## src/hdl/lviw_regs.svh

```systemverilog
// Constants of the low-voltage interrupt and wake-up block
`ifndef LVIW_REGS_SVH
`define LVIW_REGS_SVH
`define LVIW_PC_W        13
`define LVIW_VECTOR      13'h0014
`define LVIW_FLAG_RST    1'b0
`define LVIW_GIE_RST     1'b0
`define LVIW_LIE_RST     1'b0
`define LVIW_SYNC_RST    3'h0
`endif

```

## src/hdl/lviw_pkg.sv

```systemverilog
// Types shared by the low-voltage interrupt and wake-up block
`include "lviw_regs.svh"
package lviw_pkg;
    typedef enum logic [1:0] {
        LVIW_RUN   = 2'b00,
        LVIW_ENTER = 2'b01,
        LVIW_SVC   = 2'b11
    } lviw_state_type;

    // Core requests toward the block
    typedef struct packed {
        logic set_flag;
        logic clr_flag;
        logic set_gie;
        logic clr_gie;
        logic set_lie;
        logic clr_lie;
        logic subroutine_return;
        logic return_and_rearm;
        logic sleep_enter;
    } lviw_ctl_type;
endpackage : lviw_pkg

```

## src/hdl/lviw_core.sv

```systemverilog
// Low-voltage interrupt request, vectoring and wake-up logic
`include "lviw_regs.svh"
module lviw_core
    import lviw_pkg::*;
(
    // Clock and reset
    input  wire logic                   CLK_I,
    input  wire logic                   RESET_N_I,
    // Detector pin and other flags
    input  wire logic                   SUPPLY_DROP_DETECTOR_I,
    input  wire logic                   OTHER_FLAGS_RISE_I,
    // Core side
    input  wire lviw_ctl_type           CTL_I,
    input  wire logic [`LVIW_PC_W-1:0]  PC_I,
    input  wire logic                   STACK_FULL_I,
    input  wire logic                   SLEEP_I,
    // Results
    output logic                        LOW_VOLTAGE_REQUEST_FLAG_O,
    output logic                        GLOBAL_IRQ_ENABLE_O,
    output logic                        LOW_VOLTAGE_IRQ_ENABLE_O,
    output logic                        VECTOR_CALL_O,
    output logic [`LVIW_PC_W-1:0]       VECTOR_ADDR_O,
    output logic                        PUSH_O,
    output logic [`LVIW_PC_W-1:0]       PUSH_DATA_O,
    output logic                        POP_O,
    output logic                        WAKE_O,
    output logic                        IN_SERVICE_O
);
    logic [2:0]      sync_q;
    logic            det_q;
    logic            flag_q;
    logic            flag_d;
    logic            gie_q;
    logic            gie_d;
    logic            lie_q;
    logic            lie_d;
    logic            take;
    logic            det_rise;
    lviw_state_type  state_q;

    // Detector is asynchronous; stage two and three must agree
    always_ff @(posedge CLK_I or negedge RESET_N_I) begin
        if (!RESET_N_I) begin
            sync_q <= `LVIW_SYNC_RST;
            det_q  <= 1'b0;
        end else begin
            sync_q <= {sync_q[1:0], SUPPLY_DROP_DETECTOR_I};
            if (sync_q[1] == sync_q[2]) begin
                det_q <= sync_q[2];
            end
        end
    end

    assign det_rise = (sync_q[1] == sync_q[2]) && sync_q[2] && !det_q;

    // Taken only in run state, so one entry per request
    assign take = flag_q && gie_q && lie_q
                  && !STACK_FULL_I
                  && (state_q == LVIW_RUN);

    // Flag: detector level sets, set wins over any clear
    always_comb begin
        flag_d = flag_q;
        if (take || CTL_I.clr_flag) begin
            flag_d = 1'b0;
        end
        if (det_q || det_rise || CTL_I.set_flag) begin
            flag_d = 1'b1;
        end
    end

    always_ff @(posedge CLK_I or negedge RESET_N_I) begin
        if (!RESET_N_I) begin
            flag_q <= `LVIW_FLAG_RST;
        end else begin
            flag_q <= flag_d;
        end
    end

    // Global enable: entry beats any write; set beats clear
    always_comb begin
        gie_d = gie_q;
        if (CTL_I.clr_gie) begin
            gie_d = 1'b0;
        end
        if (CTL_I.return_and_rearm || CTL_I.set_gie) begin
            gie_d = 1'b1;
        end
        if (take) begin
            gie_d = 1'b0;
        end
    end

    always_ff @(posedge CLK_I or negedge RESET_N_I) begin
        if (!RESET_N_I) begin
            gie_q <= `LVIW_GIE_RST;
        end else begin
            gie_q <= gie_d;
        end
    end

    // Local enable; clearing it never touches the flag
    always_comb begin
        lie_d = lie_q;
        if (CTL_I.clr_lie) begin
            lie_d = 1'b0;
        end
        if (CTL_I.set_lie) begin
            lie_d = 1'b1;
        end
    end

    always_ff @(posedge CLK_I or negedge RESET_N_I) begin
        if (!RESET_N_I) begin
            lie_q <= `LVIW_LIE_RST;
        end else begin
            lie_q <= lie_d;
        end
    end

    // Service sequence
    always_ff @(posedge CLK_I or negedge RESET_N_I) begin
        if (!RESET_N_I) begin
            state_q <= LVIW_RUN;
        end else begin
            unique case (state_q)
                LVIW_RUN: begin
                    if (take) begin
                        state_q <= LVIW_ENTER;
                    end
                end
                LVIW_ENTER: begin
                    state_q <= LVIW_SVC;
                end
                LVIW_SVC: begin
                    if (CTL_I.return_and_rearm || CTL_I.subroutine_return) begin
                        state_q <= LVIW_RUN;
                    end
                end
                default: begin
                    state_q <= LVIW_RUN;
                end
            endcase
        end
    end

    // Call, push and pop strobes
    always_ff @(posedge CLK_I or negedge RESET_N_I) begin
        if (!RESET_N_I) begin
            VECTOR_CALL_O <= 1'b0;
            VECTOR_ADDR_O <= '0;
            PUSH_O        <= 1'b0;
            PUSH_DATA_O   <= '0;
            POP_O         <= 1'b0;
        end else begin
            VECTOR_CALL_O <= take;
            VECTOR_ADDR_O <= `LVIW_VECTOR;
            PUSH_O        <= take;
            if (take) begin
                PUSH_DATA_O <= PC_I;
            end
            // Either return pops; only rearming one restores enable
            POP_O <= CTL_I.return_and_rearm
                     || CTL_I.subroutine_return;
        end
    end

    // Wake on rising flag only while asleep; enables ignored
    always_ff @(posedge CLK_I or negedge RESET_N_I) begin
        if (!RESET_N_I) begin
            WAKE_O <= 1'b0;
        end else begin
            WAKE_O <= SLEEP_I && ((flag_d && !flag_q)
                      || OTHER_FLAGS_RISE_I);
        end
    end

    // Mirrors of state
    always_ff @(posedge CLK_I or negedge RESET_N_I) begin
        if (!RESET_N_I) begin
            LOW_VOLTAGE_REQUEST_FLAG_O <= 1'b0;
            GLOBAL_IRQ_ENABLE_O        <= 1'b0;
            LOW_VOLTAGE_IRQ_ENABLE_O   <= 1'b0;
            IN_SERVICE_O               <= 1'b0;
        end else begin
            LOW_VOLTAGE_REQUEST_FLAG_O <= flag_d;
            // Next values, so outputs track the enables without lag
            GLOBAL_IRQ_ENABLE_O        <= gie_d;
            LOW_VOLTAGE_IRQ_ENABLE_O   <= lie_d;
            IN_SERVICE_O               <= (state_q != LVIW_RUN) || take;
        end
    end
endmodule : lviw_core

```

## config.mk

```make
export PLATFORM = sky130hd
export DESIGN_NAME = lviw_core
export DESIGN_NICKNAME = d
export VERILOG_FILES = /design/src/hdl/lviw_pkg.sv /design/src/hdl/lviw_core.sv
export VERILOG_INCLUDE_DIRS = /design/src /design/src/hdl
export SDC_FILE = /design/constraint.sdc
export NUM_CORES = 1
export LEC_CHECK = 0
export ABC_AREA = 0
export BUFFER_PORTS_ARGS = -buffer_cell sky130_fd_sc_hd__clkbuf_2
export CAP_MARGIN = 0
export CELL_PAD_IN_SITES_DETAIL_PLACEMENT = 2
export CELL_PAD_IN_SITES_GLOBAL_PLACEMENT = 2
export CORE_MARGIN = 3
export CORE_UTILIZATION = 24
export CTS_CLUSTER_DIAMETER = 80
export DETAILED_ROUTE_END_ITERATION = 6
export HOLD_SLACK_MARGIN = 0.02
export PLACE_DENSITY_LB_ADDON = 0.1
export SYNTH_ARGS = -nofsm -noshare
export SYNTH_HDL_FRONTEND = slang
export SYNTH_SLANG_ARGS = --single-unit
```

## constraint.sdc

```tcl
create_clock -name CLK_I -period 1.3 [get_ports CLK_I]
set_input_delay 0.26 -clock CLK_I [delete_from_list [all_inputs] [get_ports CLK_I]]
set_output_delay 0.26 -clock CLK_I [all_outputs]
set_load 0.01 [all_outputs]
```

Word-level counts from Yosys, hierarchy flattened
Cells that the tools add are included.
{"block": "totals", "inputBits": 28, "reg_bits": 27, "ramBits": 0, "memories": 0, "latchBits": 0, "romBits": 0, "wordCells": 50}
{"block": "op_classes", "bitwise_logic": 0, "shift": 0, "n_mul": 0, "n_lt_le_gt_ge": 0, "n_reduce_logical": 23, "mux": 10, "div_mod_pow": 0, "eq_ne": 5, "add_sub_neg": 0}
{"operator": "logical AND 1 bit", "count": 8}
{"operator": "logical OR 1 bit", "count": 7}
{"operator": "2-to-1 mux 1 bit", "count": 7}
{"operator": "case mux 2 bit (3 select lines)", "count": 1}
{"operator": "2-to-1 mux 2 bit", "count": 2}
{"operator": "!= test 2 bit, second input constant", "count": 2}
{"operator": "nonzero test 2 bit", "count": 2}
{"operator": "logical NOT 1 bit", "count": 3}
{"operator": "nonzero test 3 bit", "count": 1}
{"operator": "equality test 2 x 1 -> 1 bit, second input constant", "count": 1}
{"operator": "equality test 2 bit, second input constant", "count": 1}
{"operator": "logical NOT 2 bit", "count": 1}
{"operator": "AND reduction 2 bit", "count": 1}
{"operator": "equality test 1 bit", "count": 1}

Longest topological paths before layout
Gate-level depths: netlist of run 1.
{"block": "logic_depth", "word_depth": 10, "mapped_depth": 4, "ltp_nobuf": 4}

Worst setup path after synthesis of run 1
OpenSTA, ideal clock, no wires.
{"block": "synth_path", "kind": "flip-flop to flip-flop", "startpoint": "register LOW_VOLTAGE_REQUEST_FLAG_O (netlist name)", "endpoint": "register PUSH_DATA_O[0]", "path_slack_ns": -0.156, "synth_period_minus_slack_ns": 1.456, "n_path_buf": 1, "setup_ns": 0.125, "arrival_ns": 1.331, "t_required_ns": 1.175, "path_stages_with_launch": 5, "cell_sequence": "dfrtp_1 nand4b_4 nor3_4 buf_12 mux2_4"}
{"item": "end signal, assigned", "line": "lviw_core.sv:153", "source": "PUSH_DATA_O <= '0;"}
{"item": "end signal, assigned", "line": "lviw_core.sv:160", "source": "PUSH_DATA_O <= PC_I;"}
{"item": "end, declared", "line": "lviw_core.sv:24", "source": "output logic [`LVIW_PC_W-1:0] PUSH_DATA_O,"}

==> impl_metrics.tcl, run 1 <==
set metrics [dict create \
    synth_compound_area_frac 0.0379 \
    track_usage 0.0934 \
    slew_violations 0 \
    finalSetupViolCount 15 \
    clock_power_share 0.165 \
    first_pass_iters 2 \
    via_per_inst 4.03 \
    coreArea_um2 4440 \
    area_delta_synth_final_pct 34.0 \
    max_stage_delay_ps 400 \
    gr-total-overflow 0 \
    yosysUniqueCellTypes 21 \
    cts_tree "built" \
    synthAdderAreaFrac 0.0112 \
    grt_pass1_wl_um 3900 \
    hpwl_um 2060 \
    first_iter_violations 22 \
    io_pins 62 \
    rsz0062_at_grt "yes" \
    powerDensity_nw_per_um2 1850 \
    drive_gt1_frac 0.597 \
    crit_arrival_ps 1500 \
    root_buffer "clkbuf_8" \
    grt_max_degree 18 \
    synth_mux_area_frac 0.164 \
    drv_cap 0 \
    synth_warnings 0 \
    portBuffers 49 \
    path_delay_family "flip-flops" \
    crit_slowest_cell "dfrtp_1" \
    min_path_type "primary input to flip-flop" \
    antenna_cells 0 \
    synth_area_um2 1120 \
    clock.fmax_mhz 746 \
    path_max_fanout 9 \
    cp-start-kind "flip-flop" \
    power_frac_comb 0.367 \
    crit_chain "nand4b_4, nor3_4, buf_6, mux2_2" \
    internal-power_mw 1.94 \
    path_clk_slew_ps 90 \
    final_cell_mix "49 x clkbuf_2, 26 x dfrtp_1, 12 x conb_1, 12 x mux2_4, 8 x buf_4" \
    worst_slack_ps -40.7 \
    violations "negative setup slack" \
    initial_utilization 0.252 \
    p_switching_mw 0.846 \
    status "finished with violations" \
    fill_cells 506 \
    p_seq_frac 0.468 \
    p_sw_frac 0.304 \
    skew_ps 1.99 \
    nets 164 \
    antenna_found_initial 0 \
    numCtsBuffers 3 \
    clock_path_buffers 2 \
    critical_path_class "flip-flop to flip-flop" \
    post-route-period-util 1.03 \
    dieArea_um2 5530 \
    final-seq-area_um2 677 \
    vias 750 \
    fin_tns_setup_ps -300 \
    postRouteAntennaNets 0 \
    whs_ps 96.6 \
    die_h_um 74.3 \
    die_w_um 74.3 \
    wl_per_cell_um 13.4 \
    insertion_delay_ps 260 \
    clock-sinks 27 \
    worstPathRequired_ps 1450 \
    seq_area_frac_synth 0.603 \
    fin_crit_ps 1340 \
    synthSimpleGateAreaFrac 0.0658 \
    worst_setup_path_end_kind "flip-flop" \
    synth-xor-area-share 0 \
    grt_pass1_vias 804 \
    layout_commonest_cell "clkbuf_2" \
    wl_um 2490 \
    finalHoldViolCount 0 \
    synthCells 75 \
    crit_buf_inv 1 \
    synth_top_family_by_area "multiplexers" \
    vdd_drop_max_v 0.000565 \
    yosys_register_bits 27 \
    avgSynthCellArea_um2 14.9 \
    rows 24 \
    multi_input_area_um2 382 \
    h-tree-depth 1 \
    total_leakage_power_nw 0.785 \
    gp_congestion 0.690 \
    post-route-drc-count 0 \
]
==> sequential cells by signal (all words and copies together), names as in the netlist <==
register	flops
state_q	2
sync_q	3
GLOBAL_IRQ_ENABLE_O	1
PUSH_DATA_O	13
LOW_VOLTAGE_REQUEST_FLAG_O	1
IN_SERVICE_O	1
VECTOR_ADDR_O	1
PUSH_O	1
LOW_VOLTAGE_IRQ_ENABLE_O	1
WAKE_O	1
det_q	1
POP_O	1
==> stage by stage <==
step	cell area [µm²]	setup slack, ps	cells	utilization	total power [mW]
final	1500	-40.7	186	0.338	2.78
after global placement	1410	-42.3	179	0.316	2.24
after detailed placement	1410	-91.4	179	0.316	2.29
after global routing	1500	-117	186	0.338	2.98
after CTS	1480	-73.5	184	0.332	2.82
after floorplan	1160	-151	85	-	1.89
==> synthesized netlist by cell type <==
cell | number | area (µm²)
dfrtp_1 | 27 | 676
buf_4 | 13 | 97.6
mux2_2 | 7 | 78.8
mux2_4 | 7 | 105
nor2_1 | 3 | 11.3
conb_1 | 2 | 7.51
inv_1 | 2 | 7.51
a211oi_1 | 1 | 7.51
a21boi_0 | 1 | 7.51
a21o_1 | 1 | 7.51
buf_12 | 1 | 20.0
ha_1 | 1 | 12.5
nand2_1 | 1 | 3.75
nand4b_4 | 1 | 23.8
nor3_1 | 1 | 5.00
nor3_4 | 1 | 16.3
o21a_1 | 1 | 7.51
o21ai_0 | 1 | 5.00
o21bai_1 | 1 | 7.51
or2_2 | 1 | 6.26
or2b_1 | 1 | 7.51
==> cell families (layout without fill, tap and decap cells) <==
group	count (synthesis)	count (layout)
AO/OA/AOI/OAI	6	6
adder cells (fa/ha/maj)	1	1
buffers and inverters	16	65
flip-flops	27	27
multiplexers	14	14
other	2	12
AND/OR/NAND/NOR	9	9
==> final cells by class <==
cell class	count	area share
Timing Repair Buffer	59	0.217
Clock buffer	4	0.0300
Tap cell	52	0.0433
Inverter	2	0.00500
Sequential cell	27	0.450
Multi-Input combinational cell	42	0.254
==> path summary, 6_finish.rpt <==
path	cells past startpoint	start	slack [ps]	to
max in group asynchronous	3	RESET_N_I	320	PUSH_DATA_O[0]
worst max-delay path	4	LOW_VOLTAGE_IRQ_ENABLE_O	-40	PUSH_DATA_O[6]
worst min-delay path	1	SUPPLY_DROP_DETECTOR_I	100	sync_q[0]
worst max register to register	4	LOW_VOLTAGE_IRQ_ENABLE_O	-40	PUSH_DATA_O[6]
min in group asynchronous	2	RESET_N_I	470	sync_q[2]
worst min register to register	0	sync_q[0]	350	sync_q[1]
==> power groups by stage <==
stage                     logic, mW  clock network [mW]  registers, mW
after floorplan               0.471                   0           1.42
after global placement        0.943                   0           1.30
after detailed placement      0.969                   0           1.32
after CTS                      1.01               0.496           1.31
after global routing           1.11               0.532           1.35
final                          1.02               0.460           1.30
==> what timing repair did <==
item	CTS	global route
buffers inserted	0	2
endpoints found under the hold margin	16	0
hold buffers	1	0
endpoints found under the setup margin	13	14
gates resized for setup	4	3
gates cloned	0	0
==> metal layers <==
layer | GRT usage | up-vias | wire length (µm)
met5 | 0 | - | 0
met4 | 0.0237 | 0 | 0
met3 | 0.0243 | 0 | 203
met2 | 0.169 | 32 | 1350
met1 | 0.110 | 378 | 933
li1 | - | 340 | -
Note: power is estimated with default switching activity, not from simulation.
==> run 2, diff against run 1 <==
--- a/config.mk
+++ b/config.mk
@@ -16,6 +16,7 @@
 export CTS_CLUSTER_DIAMETER = 80
 export DETAILED_ROUTE_END_ITERATION = 6
 export HOLD_SLACK_MARGIN = 0.02
+export MAX_ROUTING_LAYER = met4
 export PLACE_DENSITY_LB_ADDON = 0.1
 export SYNTH_ARGS = -nofsm -noshare
 export SYNTH_HDL_FRONTEND = slang
==> impl_metrics.tcl, run 2 (synthesis gave the netlist of run 1 again) <==
set metrics [dict create \
    holdPathStages 1 \
    worst_slack_ps -40.5 \
    rsz0062_at_grt "yes" \
    finalHoldViolCount 0 \
    crit_arrival_ps 1490 \
    vdd_drop_max_v 0.000565 \
    clock-sinks 27 \
    placed_area_um2 1410 \
    path_clk_slew_ps 90 \
    p_sw_frac 0.304 \
    worst_setup_path_end_kind "flip-flop" \
    pre_cts_slack_ps -91.4 \
    postRouteAntennaNets 0 \
    coreArea_um2 4440 \
    min_path_type "primary input to flip-flop" \
    antenna_cells 0 \
    portBuffers 49 \
    final_cells 186 \
    layout_commonest_cell "clkbuf_2" \
    biggestRegsByFlops "PUSH_DATA_O: 13 flops, sync_q: 3 flops, state_q: 2 flops" \
    grt_pass1_vias 802 \
    max_stage_delay_ps 400 \
    track_usage 0.0963 \
    fin_tns_setup_ps -301 \
    h-tree-depth 1 \
    drv_cap 0 \
    first_iter_violations 27 \
    largest_reg_flops 13 \
    total_leakage_power_nw 0.785 \
    area_delta_synth_final_pct 34.0 \
    gr-total-overflow 0 \
    p_seq_frac 0.468 \
    rows 24 \
    power_frac_comb 0.367 \
    final_area_um2 1500 \
    path_max_fanout 9 \
    die_w_um 74.3 \
    powerDensity_nw_per_um2 1850 \
    finalSetupViolCount 15 \
    initial_utilization 0.252 \
    cp-start-kind "flip-flop" \
    utilization 0.338 \
    wl_um 2490 \
    dieArea_um2 5530 \
    grt_pass1_wl_um 3900 \
    antenna_found_initial 0 \
    hpwl_um 2060 \
    crit_chain "nand4b_4, nor3_4, buf_6, mux2_2" \
    drive_gt1_frac 0.597 \
    clock_path_buffers 2 \
    status "finished with violations" \
    cts_tree "built" \
    worstPathRequired_ps 1450 \
    post-route-drc-count 0 \
    io_pins 62 \
    clock.fmax_mhz 746 \
    first_pass_iters 2 \
    internal-power_mw 1.94 \
    fin_crit_ps 1340 \
    grt_max_degree 18 \
    dp_cells 179 \
    p_switching_mw 0.846 \
    skew_ps 2.11 \
    numCtsBuffers 3 \
    nets 164 \
    die_h_um 74.3 \
    clock_power_share 0.165 \
    insertion_delay_ps 260 \
    crit_slowest_cell "dfrtp_1" \
    gp_congestion 0.697 \
    violations "negative setup slack" \
    via_per_inst 4.01 \
    vias 746 \
    slew_violations 0 \
    largest_register "PUSH_DATA_O" \
    final_cell_mix "49 x clkbuf_2, 26 x dfrtp_1, 12 x conb_1, 12 x mux2_4, 8 x buf_4" \
    root_buffer "clkbuf_8" \
    critical_path_class "flip-flop to flip-flop" \
    wl_per_cell_um 13.4 \
    r2r_cells 4 \
    post-route-period-util 1.03 \
]
==> run 2: cell counts in the layout (fill, tap and decap cells not counted) <==
Identical to the previous run, type by type.
==> run 2: metrics by stage <==
stage	hold slack, ps	power [mW]
final	97.0	2.78
after global routing	79.5	2.98
after CTS	88.9	2.82
after detailed placement	222	2.29
after global placement	223	2.24
after floorplan	-35.6	1.89
==> run 2: worst paths after layout <==
check	from	end	slack [ps]
hold reg to reg	sync_q[0]	sync_q[1]	350
min in group asynchronous	RESET_N_I	sync_q[2]	470
setup reg to reg	LOW_VOLTAGE_IRQ_ENABLE_O	PUSH_DATA_O[6]	-40
setup / recovery	LOW_VOLTAGE_IRQ_ENABLE_O	PUSH_DATA_O[6]	-40
max in group asynchronous	RESET_N_I	PUSH_DATA_O[0]	320
hold / removal	SUPPLY_DROP_DETECTOR_I	sync_q[0]	100
==> run 2: repair_timing <==
action	CTS	global route
setup buffers	0	2
hold endpoints to repair	16	0
hold buffers	1	0
endpoints found under the setup margin	13	14
gates resized for setup	4	3
==> run 2: layer usage <==
metal / GRT usage / up-vias / share of wire
met3: 0.0216 / 0 / 0.076
met4: 0.0237 / 0 / 0
met1: 0.111 / 374 / 0.38
li1: - / 340 / -
met2: 0.169 / 32 / 0.54
met5: - / - / 0
==> run 2: power groups by stage <==
stage,logic [mW],clock network (mW),registers [mW]
finish,1.02,0.459,1.30
floorplan,0.471,0,1.42
global route,1.11,0.532,1.35
CTS,1.01,0.496,1.31
detailed placement,0.969,0,1.32
global placement,0.943,0,1.30
==> run 2: layout make-up <==
class / count / area, µm²
clock buffer: 4 / 45.0
tap: 52 / 65.1
fill: 506 / 2940
timing repair buffer: 59 / 327
sequential: 27 / 677
inverter: 2 / 7.51
multi-input combinational: 42 / 382
==> run 2: worst max-delay path: cells and delay by family, from the launching register on <==
family,cells,cell delay [ps]
flip-flops,1,400
multiplexers,1,340
buffers and inverters,1,190
AND/OR/NAND/NOR,2,300
